File: src/verilog/clk_ctrl_defs.svh
`ifndef CLK_CTRL_DEFS_SVH
`define CLK_CTRL_DEFS_SVH

// Clock source select codes
`define SEL_MULT 2'h0
`define SEL_OSC_A 2'h1
`define SEL_DIV4 2'h2
`define SEL_PMM 2'h3
`define SEL_RESET `SEL_DIV4

// Rates in mclk cycles, MCYC_DIV in system ticks; mclk is four times the oscillator
`define MCLK_PER_OSC 11'h004
`define DIV_X4 11'h001
`define DIV_X2 11'h002
`define DIV_OSC 11'h004
`define DIV_PMM 11'h400
`define MCYC_DIV 11'h004
`define PMM_MCYC_GAP 13'h0fff

// Multiplier settling, oscillator cycles
`define SETTLE_OSC_DEFAULT 65536

`endif

File: src/verilog/clk_ctrl_pkg.sv
package clk_ctrl_pkg;
   typedef enum {MODE_MULT, MODE_OSC, MODE_PMM} clk_mode_e;
   typedef logic [1:0] sel_t;
   typedef logic [10:0] div_t;
endpackage

File: src/verilog/tick_divider.sv
`timescale 1ns/1ps
module tick_divider (
   input wire logic mclk,
   input wire logic srst,
   input wire logic restart,
   input wire logic en_in,
   input wire clk_ctrl_pkg::div_t div,
   output logic tick_r
);
   clk_ctrl_pkg::div_t cnt_r;

   always_ff @(posedge mclk) begin
      if (srst || restart) begin
         cnt_r <= 11'h000;
         tick_r <= 1'b0;
      end else if (en_in) begin
         if (cnt_r >= div - 11'h001) begin
            cnt_r <= 11'h000;
            tick_r <= 1'b1;
         end else begin
            cnt_r <= cnt_r + 11'h001;
            tick_r <= 1'b0;
         end
      end else begin
         tick_r <= 1'b0;
      end
   end
endmodule

File: src/verilog/sys_clock_divide_control.sv
`timescale 1ns/1ps
`include "clk_ctrl_defs.svh"
// Behaviour
// - Two-bit select steers a three-way source mux: osc, osc/256, multiplied osc.
// - Selected system clock feeds peripherals; machine cycle is system clock over four.
// - Multiplier engaged only with multiplier enable set and select at 00.
// - Factor select 0 doubles, 1 quadruples the oscillator.
// - Engaged multiplier gives two or one oscillator clocks per machine cycle.
// - Select 11 enters power management: osc/256, machine cycle of 1024 osc clocks.
// - Power management clocks everything at osc/256 and keeps executing.
// - New rates apply at the first machine cycle boundary after the write.
// - Select changes must pass through 10; illegal writes leave the field unchanged.
// - Ready flag rises only after multiplier settling time since enable.
// - Divisor writes ignored while any serial port is active.
module sys_clock_divide_control #(
   parameter int SETTLE_OSC_CYCLES = `SETTLE_OSC_DEFAULT
) (
   input wire logic mclk,
   input wire logic srst,
   input wire logic wr_en,
   input wire logic [1:0] wr_clock_source_select,
   input wire logic wr_multiplier_enable,
   input wire logic wr_multiply_factor_select,
   input wire logic serial_active,
   output logic clock_source_select_hi,
   output logic clock_source_select_lo,
   output logic multiplier_enable_r,
   output logic multiply_factor_select_r,
   output logic multiplier_ready_flag_r,
   output logic power_management_mode_r,
   output logic multiplier_engaged_r,
   output logic sys_clk_en_r,
   output logic mcyc_en_r
);

   ////////////////////////////////////////////////////////////////////////////////
   function automatic clk_ctrl_pkg::clk_mode_e sel_mode(input clk_ctrl_pkg::sel_t sel);
      clk_ctrl_pkg::clk_mode_e m;
      m = clk_ctrl_pkg::MODE_OSC;
      if (sel == `SEL_MULT) begin
         m = clk_ctrl_pkg::MODE_MULT;
      end else if (sel == `SEL_PMM) begin
         m = clk_ctrl_pkg::MODE_PMM;
      end
      return m;
   endfunction

   function automatic logic sel_legal(input clk_ctrl_pkg::sel_t cur,
                                      input clk_ctrl_pkg::sel_t nxt);
      return (cur == nxt) || (cur == `SEL_DIV4) || (nxt == `SEL_DIV4);
   endfunction

   ////////////////////////////////////////////////////////////////////////////////
   clk_ctrl_pkg::sel_t sel_r;
   clk_ctrl_pkg::sel_t active_sel_r;
   logic pending_r;
   logic osc_en;
   logic apply_now;
   logic sel_ok;
   logic sel_take;
   logic [16:0] settle_cnt_r;
   clk_ctrl_pkg::div_t sys_div;
   clk_ctrl_pkg::clk_mode_e active_mode;

   assign apply_now = mcyc_en_r && pending_r;
   assign active_mode = sel_mode(active_sel_r);
   // Entering 00 also needs a settled multiplier
   assign sel_ok = sel_legal(sel_r, wr_clock_source_select) &&
                   ((wr_clock_source_select != `SEL_MULT) || (sel_r == `SEL_MULT) ||
                    (multiplier_enable_r && multiplier_ready_flag_r));
   assign sel_take = wr_en && !serial_active && sel_ok &&
                     (wr_clock_source_select != sel_r);

   always_ff @(posedge mclk) begin
      if (srst) begin
         sel_r <= `SEL_RESET;
      end else if (sel_take) begin
         sel_r <= wr_clock_source_select;
      end
   end

   // Multiplier controls; dropping enable while at 00 would kill the live clock
   always_ff @(posedge mclk) begin
      if (srst) begin
         multiplier_enable_r <= 1'b0;
         multiply_factor_select_r <= 1'b0;
      end else if (wr_en) begin
         // A pending switch away from 00 still runs on the multiplier
         if (wr_multiplier_enable ||
             ((sel_r != `SEL_MULT) && (active_sel_r != `SEL_MULT))) begin
            multiplier_enable_r <= wr_multiplier_enable;
         end
         if (!multiplier_enable_r) begin
            multiply_factor_select_r <= wr_multiply_factor_select;
         end
      end
   end

   ////////////////////////////////////////////////////////////////////////////////
   // Settling counter runs on oscillator ticks while enabled
   always_ff @(posedge mclk) begin
      if (srst || !multiplier_enable_r) begin
         settle_cnt_r <= 17'h0_0000;
         multiplier_ready_flag_r <= 1'b0;
      end else if (osc_en && !multiplier_ready_flag_r) begin
         if (settle_cnt_r >= 17'(SETTLE_OSC_CYCLES - 1)) begin
            multiplier_ready_flag_r <= 1'b1;
         end else begin
            settle_cnt_r <= settle_cnt_r + 17'h0_0001;
         end
      end
   end

   // A write arriving on the apply tick stays pending for the next one
   always_ff @(posedge mclk) begin
      if (srst) begin
         pending_r <= 1'b0;
         active_sel_r <= `SEL_RESET;
      end else begin
         if (sel_take) begin
            pending_r <= 1'b1;
         end else if (apply_now) begin
            pending_r <= 1'b0;
         end
         if (apply_now) begin
            active_sel_r <= sel_r;
         end
      end
   end

   ////////////////////////////////////////////////////////////////////////////////
   always_comb begin
      sys_div = `DIV_OSC;
      case (active_mode)
         clk_ctrl_pkg::MODE_MULT: begin
            sys_div = multiply_factor_select_r ? `DIV_X4 : `DIV_X2;
         end
         clk_ctrl_pkg::MODE_PMM: begin
            sys_div = `DIV_PMM;
         end
         default: begin
            sys_div = `DIV_OSC;
         end
      endcase
   end

   always_ff @(posedge mclk) begin
      if (srst) begin
         multiplier_engaged_r <= 1'b0;
         power_management_mode_r <= 1'b0;
         clock_source_select_hi <= 1'b1;
         clock_source_select_lo <= 1'b0;
      end else begin
         multiplier_engaged_r <= (active_sel_r == `SEL_MULT) && multiplier_enable_r;
         power_management_mode_r <= (active_sel_r == `SEL_PMM);
         clock_source_select_hi <= sel_r[1];
         clock_source_select_lo <= sel_r[0];
      end
   end

   // System and machine-cycle dividers restart on a rate change to avoid a runt tick; the oscillator divider free-runs
   tick_divider u_osc (
      .mclk(mclk), .srst(srst), .restart(1'b0), .en_in(1'b1),
      .div(`MCLK_PER_OSC), .tick_r(osc_en)
   );
   tick_divider u_sys (
      .mclk(mclk), .srst(srst), .restart(apply_now), .en_in(1'b1),
      .div(sys_div), .tick_r(sys_clk_en_r)
   );
   tick_divider u_mcyc (
      .mclk(mclk), .srst(srst), .restart(apply_now), .en_in(sys_clk_en_r),
      .div(`MCYC_DIV), .tick_r(mcyc_en_r)
   );

   ////////////////////////////////////////////////////////////////////////////////
   logic [12:0] gap_r;
   logic last_pmm_r;
   always_ff @(posedge mclk) begin
      if (srst) begin
         gap_r <= 13'h0000;
         last_pmm_r <= 1'b0;
      end else if (mcyc_en_r) begin
         gap_r <= 13'h0000;
         last_pmm_r <= (active_sel_r == `SEL_PMM) && !apply_now;
      end else if (gap_r != 13'h1fff) begin
         gap_r <= gap_r + 13'h0001;
      end
   end

   a_illegal_sel_kept: assert property (@(posedge mclk) disable iff (srst)
      (wr_en && !sel_legal(sel_r, wr_clock_source_select)) |=> $stable(sel_r))
      else $error("illegal select transition was taken");
   a_serial_lockout: assert property (@(posedge mclk) disable iff (srst)
      (wr_en && serial_active) |=> $stable(sel_r))
      else $error("select changed during serial activity");
   a_engage_cond: assert property (@(posedge mclk) disable iff (srst)
      multiplier_engaged_r |-> ($past(active_sel_r) == `SEL_MULT && $past(multiplier_enable_r)))
      else $error("multiplier engaged without enable and code 00");
   a_x4_rate: assert property (@(posedge mclk) disable iff (srst)
      (mcyc_en_r && !apply_now && active_sel_r == `SEL_MULT && multiply_factor_select_r)
      |=> !mcyc_en_r [*3] ##1 mcyc_en_r)
      else $error("x4 machine cycle is not four mclk");
   a_x2_rate: assert property (@(posedge mclk) disable iff (srst)
      // A restart right after this tick stretches one gap, so pending writes are excluded
      (sys_clk_en_r && !pending_r && !sel_take && active_sel_r == `SEL_MULT &&
       !multiply_factor_select_r)
      |=> !sys_clk_en_r ##1 sys_clk_en_r)
      else $error("x2 system tick is not every second mclk");
   a_osc_rate: assert property (@(posedge mclk) disable iff (srst)
      (sys_clk_en_r && !pending_r && !sel_take &&
       (active_sel_r == `SEL_DIV4 || active_sel_r == `SEL_OSC_A))
      |=> !sys_clk_en_r [*3] ##1 sys_clk_en_r)
      else $error("undivided oscillator tick spacing wrong");
   a_pmm_cycle: assert property (@(posedge mclk) disable iff (srst)
      (mcyc_en_r && last_pmm_r) |-> (gap_r == `PMM_MCYC_GAP))
      else $error("power management machine cycle length wrong");
   a_rate_deferred: assert property (@(posedge mclk) disable iff (srst)
      !apply_now |=> $stable(active_sel_r))
      else $error("rate changed outside a machine cycle boundary");
   a_ready_settled: assert property (@(posedge mclk) disable iff (srst)
      $rose(multiplier_ready_flag_r) |-> multiplier_enable_r &&
      ($past(settle_cnt_r) >= 17'(SETTLE_OSC_CYCLES - 1)))
      else $error("ready flag rose before settling");
endmodule

File: config.mk
export PLATFORM = sky130hd
export DESIGN_NAME = sys_clock_divide_control
export DESIGN_NICKNAME = d
export VERILOG_FILES = /design/src/verilog/clk_ctrl_pkg.sv /design/src/verilog/tick_divider.sv /design/src/verilog/sys_clock_divide_control.sv
export VERILOG_INCLUDE_DIRS = /design/src /design/src/verilog
export SDC_FILE = /design/constraint.sdc
export NUM_CORES = 1
export LEC_CHECK = 0
export ABC_AREA = 1
export BUFFER_PORTS_ARGS = -buffer_cell sky130_fd_sc_hd__buf_2
export CAP_MARGIN = 30
export CELL_PAD_IN_SITES_DETAIL_PLACEMENT = 0
export CELL_PAD_IN_SITES_GLOBAL_PLACEMENT = 1
export CORE_ASPECT_RATIO = 0.7
export CORE_MARGIN = 2
export CORE_UTILIZATION = 45
export CTS_CLUSTER_SIZE = 16
export DETAILED_ROUTE_END_ITERATION = 7
export PLACE_DENSITY = 0.86
export RECOVER_POWER = 50
export SYNTH_ARGS = -nofsm -noshare
export SYNTH_HDL_FRONTEND = slang
export SYNTH_HIERARCHICAL = 1
export SYNTH_SLANG_ARGS = --single-unit
File: constraint.sdc
create_clock -name mclk -period 3.7 [get_ports mclk]
set_input_delay 0.74 -clock mclk [delete_from_list [all_inputs] [get_ports mclk]]
set_output_delay 0.74 -clock mclk [all_outputs]
set_load 0.02 [all_outputs]
Yosys cells after proc, flatten, opt, wreduce, memory -nomap -nowiden
Cells that the tools add are included.

Register bits: 65. Input port bits: 8. Output and inout bits: 9. Word-level logic and storage cells: 78.

$add $sub $neg: 5. $lt $le $gt $ge: 4. Eq/ne operators: 6. Muxes and demuxes: 10. Bitwise logic cells: 3. Reduce and logical (&&, ||, !) cells: 33.

Operator list (count): 11-bit by 1-bit adder with 11-bit output (second input constant) (3); 32-bit by 2-bit == test with 1-bit output (second input constant) (1); 32-bit logical NOT (1); 11-bit by 2-bit >= comparator with 1-bit output (second input constant) (2); 11-bit case mux with 2 select lines (1); 17-bit by 1-bit adder with 17-bit output (second input constant) (1); 17-bit by 16-bit >= comparator with 1-bit output (second input constant) (1); 11-bit >= comparator (1); 11-bit two-way mux (1); 11-bit by 1-bit subtractor with 11-bit output (second input constant) (1); 1-bit logical AND (9); 2-bit AND reduction (4); 2-bit nonzero test (4); 1-bit logical OR (7); 2-bit == test (second input constant) (3); 2-bit two-way mux (3); 2-bit OR reduction (3); 1-bit two-way mux (5); 2-bit logical NOT (2); 1-bit logical NOT (3); 1-bit NOT (3); 2-bit == test (1); 2-bit inequality test (1).

Logic depth before layout (Yosys ltp)
Depth in word-level cells: 8. Depth in mapped cells: 20. Gate-level depth less buffers: 19.

Cells and area by module
The synthesis kept the hierarchy.

By module, submodules not included: tick_divider at u_mcyc ... (times used 2, cells each 148, area each 1118.6 um2, sequential area each 240.2 um2); sys_clock_divide_control (times used 1, cells each 238, area each 1665.3 um2, sequential area each 580.6 um2); tick_divider at u_osc (times used 1, cells each 150, area each 1133.6 um2, sequential area each 240.2 um2).

Worst setup path before layout
Ideal clock, no wire load.

Kind: reg2reg. From: register active_sel_r[0]. To: register u_sys.cnt_r[7]. Setup time: 0.124 ns. Data arrival time: 2.520 ns. Required time: 3.576 ns. Path slack: 1.056 ns. Stages on the path, launching flop included: 20. Path buffers: 1. Clock period less this slack: 2.644 ns. Path through: dfxtp_1 -> inv_1 -> ha_1 -> nor3_1 -> inv_1 -> ha_1 -> nand3_1 -> nor4_2 -> xnor2_1 -> ha_1 -> nand2_2 -> inv_2 -> nand2_1 -> nor2_1 -> nand2_1 -> nand2_1 -> o21bai_2 -> nand2_2 -> buf_12 -> nor2_4.

Cells in the longest elaborated chain, start to end: 8. Elaborated cells on any way between the ends: 10. Those cells by class: 1 x add/sub; 1 x order compare; 2 x eq/ne; 3 x mux; 3 x reduce/logical.

Ends and longest elaborated chain: start, declared (RTL line sys_clock_divide_control.sv:55) `clk_ctrl_pkg::sel_t active_sel_r;`; start signal, assigned (RTL line sys_clock_divide_control.sv:118) `` active_sel_r <= `SEL_RESET; ``; start signal, assigned (RTL line sys_clock_divide_control.sv:126) `active_sel_r <= sel_r;`; 2-bit == test (no line); 2-bit two-way mux (RTL line sys_clock_divide_control.sv:42) `` end else if (sel == `SEL_PMM) begin ``; 2-bit two-way mux * (RTL line sys_clock_divide_control.sv:40) `` if (sel == `SEL_MULT) begin ``; 32-bit by 2-bit == test with 1-bit output or 32-bit logical NOT (tied branches) (RTL line sys_clock_divide_control.sv:134) `case (active_mode)`; 11-bit case mux with 2 select lines * (RTL line sys_clock_divide_control.sv:134); net sys_div[2] (RTL line sys_clock_divide_control.sv:62) `clk_ctrl_pkg::div_t sys_div;`; 11-bit by 1-bit subtractor with 11-bit output * (RTL line tick_divider.sv:17) `if (cnt_r >= div - 11'h001) begin`; 11-bit >= comparator * (RTL line tick_divider.sv:17); 2-bit OR reduction (no line) *; end signal, assigned (RTL line tick_divider.sv:21) `cnt_r <= cnt_r + 11'h001;`; end, declared (RTL line tick_divider.sv:10) `clk_ctrl_pkg::div_t cnt_r;`.

Mark *: on every way through the listed nets, which the timed path passes. The rest lies on a longest branch. A chain may end at the register's enable or synchronous reset.

Worst setup path after layout
From: register active_sel_r[0]. To: register u_sys.cnt_r[1].

Same word-level chain as after synthesis.

==> results <==
- The number of antenna diodes in the final layout is 0.
- The hold violation count in the final report came to 0.
- The number of clock buffers inserted by TritonCTS is 9.
- The total internal power is 1.37 mW.
- Entering global routing, the biggest net connects 19 pins.
- The detailed router placed 4201 vias in this run.
- The CTS tree is built.
- In this run, post-CTS repair resized a total of 0 instances.
- The total of hold buffers inserted after clock tree synthesis is 0.
- For this run, the post-layout net count is 826.
- The maximum net fanout on the critical path is 11.
- The clock latency at the later pin of the worst-skew pair is 330 ps.
- Of the total power, combinational logic draws 8.5%.
- At the end of routability-driven placement, the weighted congestion stood at 0.792.
- The cell at the root of the clock tree is sky130_fd_sc_hd__clkbuf_16.
- Sorting the synthesized cells by how often they occur yields sky130_fd_sc_hd__nand2_1 (144), sky130_fd_sc_hd__inv_1 (89), sky130_fd_sc_hd__nor2_1 (67), sky130_fd_sc_hd__dfxtp_1 (65), sky130_fd_sc_hd__ha_1 (43).
- The async set or reset register ratio after synthesis is 0%.
- The number of global-route vias before repair was 3902.
- Signal routing reaches up to met4.
- The number of distinct library cells after synthesis is 37.
- Buffers added to address setup during post-CTS repair amount to 0.
- The number of enable flip-flop cells after synthesis is 0.
- Of the cells placed in the final design, the portion with a size suffix greater than 1 is 13.6%.
- The clock sink total is 65.
- The all-layer global routing usage is 17.8%.
- The number of H-tree branching levels is 3.
- The total overflow left after global routing is 0.
- In this run the biggest area consumer among cell types represents 25.8% of the synthesized area.
- The path type of the worst min-delay path is flip-flop to flip-flop.
- Per report_power, the clock group accounts for 51.3% of the total.
- The detailed-route wire length on metal 1 is 4.98 mm.
- The met3 layer wire length in the routed design is 221 um.
- Counting I/O delays and the setup requirement, the final critical path takes 3130 ps.
- The post-synthesis instance area is 0.00504 sq mm.
- The share of total power dissipated in sequential elements is 40.2%.
- Setup repair after global routing left no endpoint under its margin.
- IR analysis of the VDD net gives a maximum drop of 238 uV.
- The residual DRC count is 0.
- The worst setup path is launched from a flip-flop.
- The die is 130 um wide.
- After detailed routing, the total wire length is 9.70 mm.
- The number of antenna violations at the first check in global routing is 0.
- The initial utilization of the core area, before any placement, comes to 45.9%.
- The net switching share of the total power is 23.2%.
- The clock transition at the registers of the reported paths is 60 ps.
- The total count of max-transition violations in the final report came to 0.
- The growth of design area from synthesis to finish is 14.7%.
- The number of setup violations in the final report is 0.
- The main flop type after synthesis is sky130_fd_sc_hd__dfxtp_1.
- Max-cap violations in this run came to 0.
- Of the synthesized area, sequential elements account for 25.8%.
- Using the TritonRoute via totals, the vias-per-cell ratio works out to 4.50.
- Clock skew on the completed layout was measured at 8.30 ps.
- The count of buffers added on input and output ports is 16.
- The biggest area contributor in the post-synthesis netlist is sky130_fd_sc_hd__dfxtp_1.
- During I/O placement, the number of pins put on the boundary was 17.
- The floorplan die height is 92.5 um.
- The floorplan step defined a die boundary enclosing 0.0121 sq mm.
- In this run the static leakage power is 2.40 nW.
- At the pin with the least slew margin, the transition time is 924 ps.
- The post-synthesis cell count is 684.
- For this run, the number of Yosys warnings is 6.
- The finished cells cover 0.00577 sq mm.
- Summing internal, switching and leakage power gives 1.78 mW.
- The required time of the worst setup path is 3890 ps.
- The number of standard-cell rows in the floorplan is 32.
- The headroom to the max-slew limit is 38.2%.
- Data on the critical path arrives at its endpoint at 3320 ps.
- The type of element capturing the critical path is a flip-flop.
- The utilization of the core after routing is 52.6%.
- The initial detailed-routing violation count is 186.
- The first global-routing pass estimated 17.3 mm of wire.
- The average wire length per cell after detail routing is 10.4 um.
- Yosys attributes the largest share of cell area to sky130_fd_sc_hd__dfxtp_1 (26%), sky130_fd_sc_hd__nand2_1 (11%), sky130_fd_sc_hd__ha_1 (11%), sky130_fd_sc_hd__inv_1 (6.6%), sky130_fd_sc_hd__nor2_4 (6.0%).
- For this run, the top clock speed supported by timing is 320 MHz.
- The most common cell in the synthesized netlist is sky130_fd_sc_hd__nand2_1.
- The average instance in the mapped netlist occupies 7.36 sq um.
- The power per cell area is 309 mW/mm^2.
- The worst setup path is of the flip-flop to flip-flop kind.
- The total placed instance area is 0.00547 sq mm.
- The flow ran to the end, and the final reports show no timing, DRC or antenna violations.
- Summed over all nets, the half-perimeter wirelength after detailed placement is 7.74 mm.
- The net switching power is 0.414 mW.
- In this run the remaining antenna-violating nets after routing total 0.
- The number of search-and-repair iterations in the first detailed-routing pass is 5.
- The total core area is 0.0110 sq mm.
- Summed over all failing endpoints, the final setup total negative slack is 0 ps.
- Detailed routing placed a total of 4.42 mm of wire on met2.
- Counting flops and latches in the post-synthesis netlist gives 65.
- The final clock period utilization by the worst path is 84.5%.
- Counting along the longest clock path gives a buffer depth of 2.
power by group through the flow:
| stage | combinational [mW] | clock [mW] | sequential [mW] |
|---|---|---|---|
| 2_1_floorplan | 0.127 | 0 | 0.732 |
| 4_1_cts | 0.148 | 0.938 | 0.716 |
| 3_3_place_gp | 0.142 | 0 | 0.731 |
| 5_1_grt | 0.178 | 0.976 | 0.717 |
| 6_report | 0.151 | 0.916 | 0.716 |
| 3_5_place_dp | 0.147 | 0 | 0.731 |
per-layer routing:
metal	track usage, %	up-vias
li1	-	2299
met1	23.7	1860
met2	29.5	36
met3	3.81	6
met4	4.43	0
met5	0	-
critical path, cell delays in order (launching register included):
cell	delay, ps
sky130_fd_sc_hd__dfxtp_1	330
sky130_fd_sc_hd__inv_1	60
sky130_fd_sc_hd__ha_1	370
sky130_fd_sc_hd__nor3_1	290
sky130_fd_sc_hd__inv_1	90
sky130_fd_sc_hd__ha_1	230
sky130_fd_sc_hd__nand3_1	180
sky130_fd_sc_hd__nor4_2	60
sky130_fd_sc_hd__xnor2_1	130
sky130_fd_sc_hd__ha_1	320
sky130_fd_sc_hd__nand2_2	70
sky130_fd_sc_hd__nor2_1	140
sky130_fd_sc_hd__nand3b_1	90
sky130_fd_sc_hd__nand2_1	80
sky130_fd_sc_hd__o21bai_2	80
sky130_fd_sc_hd__nand2_2	400
sky130_fd_sc_hd__nor2_1	70
cells by family after synthesis:
group | count (synthesis) | synth area share (%)
adders and majority gates | 43 | 10.7
xor gates and xnor gates | 52 | 9.04
and+or+nand+nor | 362 | 38.1
DFF | 65 | 25.8
AOI/OAI and AO/OA | 51 | 6.41
buffers and inverters | 109 | 9.74
other | 2 | 0.149
flip-flops by register name, summed over array words and instances, names as in the netlist, 2 cells and up:
| name | cells |
|---|---|
| u_sys/cnt_r | 11 |
| u_mcyc/cnt_r | 11 |
| settle_cnt_r | 17 |
| sel_r | 2 |
| active_sel_r | 2 |
| u_osc/cnt_r | 11 |
worst paths after layout:
| path | from | to | slack (ps) | cells past startpoint |
|---|---|---|---|---|
| hold reg to reg | pending_r | pending_r | 460 | 2 |
| setup reg to reg | active_sel_r[0] | u_sys/cnt_r[1] | 570 | 16 |
| setup / recovery | active_sel_r[0] | u_sys/cnt_r[1] | 570 | 16 |
| hold / removal | pending_r | pending_r | 460 | 2 |
cell usage in the layout, fill, tap and decap left out, types with 2 or more instances in the layout:
master,synthesis,routed
sky130_fd_sc_hd__nor3_1,10,10
sky130_fd_sc_hd__a21oi_1,21,21
sky130_fd_sc_hd__and3_1,3,3
sky130_fd_sc_hd__nand4_1,19,19
sky130_fd_sc_hd__bufinv_16,0,2
sky130_fd_sc_hd__ha_1,43,43
sky130_fd_sc_hd__clkbuf_1,0,10
sky130_fd_sc_hd__nor4_2,5,5
sky130_fd_sc_hd__xor2_1,32,32
sky130_fd_sc_hd__nor2_4,27,27
sky130_fd_sc_hd__buf_2,2,6
sky130_fd_sc_hd__nor2_1,67,67
sky130_fd_sc_hd__clkbuf_16,0,9
sky130_fd_sc_hd__o21bai_1,0,2
sky130_fd_sc_hd__a21oi_2,10,10
sky130_fd_sc_hd__dfxtp_1,65,65
sky130_fd_sc_hd__o21ai_0,12,12
sky130_fd_sc_hd__nand2_2,15,13
sky130_fd_sc_hd__nor3b_2,6,6
sky130_fd_sc_hd__nor2_2,9,9
sky130_fd_sc_hd__inv_2,8,8
sky130_fd_sc_hd__nand3b_1,6,6
sky130_fd_sc_hd__nand3_2,2,2
sky130_fd_sc_hd__nand3_1,41,41
sky130_fd_sc_hd__xnor2_1,20,20
sky130_fd_sc_hd__inv_1,89,89
sky130_fd_sc_hd__o22ai_1,3,3
sky130_fd_sc_hd__nor4_1,3,3
sky130_fd_sc_hd__nand2_1,144,146
sky130_fd_sc_hd__or2_1,2,2
sky130_fd_sc_hd__conb_1,2,76
per-stage QoR:
| step | setup WS [ps] | hold slack [ps] | instances |
|---|---|---|---|
| global placement | 735 | 455 | 917 |
| detailed placement | 571 | 455 | 917 |
| CTS | 554 | 464 | 933 |
| finish | 573 | 464 | 933 |
| floorplan | 1060 | 438 | 758 |
| global route | 243 | 502 | 933 |
area by class of cell:
class,count,area (sq um)
Timing Repair Buffer,17,75.1
Clock inverter,6,90.1
Inverter,98,368
Clock buffer,10,239
Multi-Input combinational cell,584,3510
Sequential cell,65,1300
Tap cell,153,191
Fill cell,1085,5200
No activity file was read; power rests on OpenSTA's default activity.
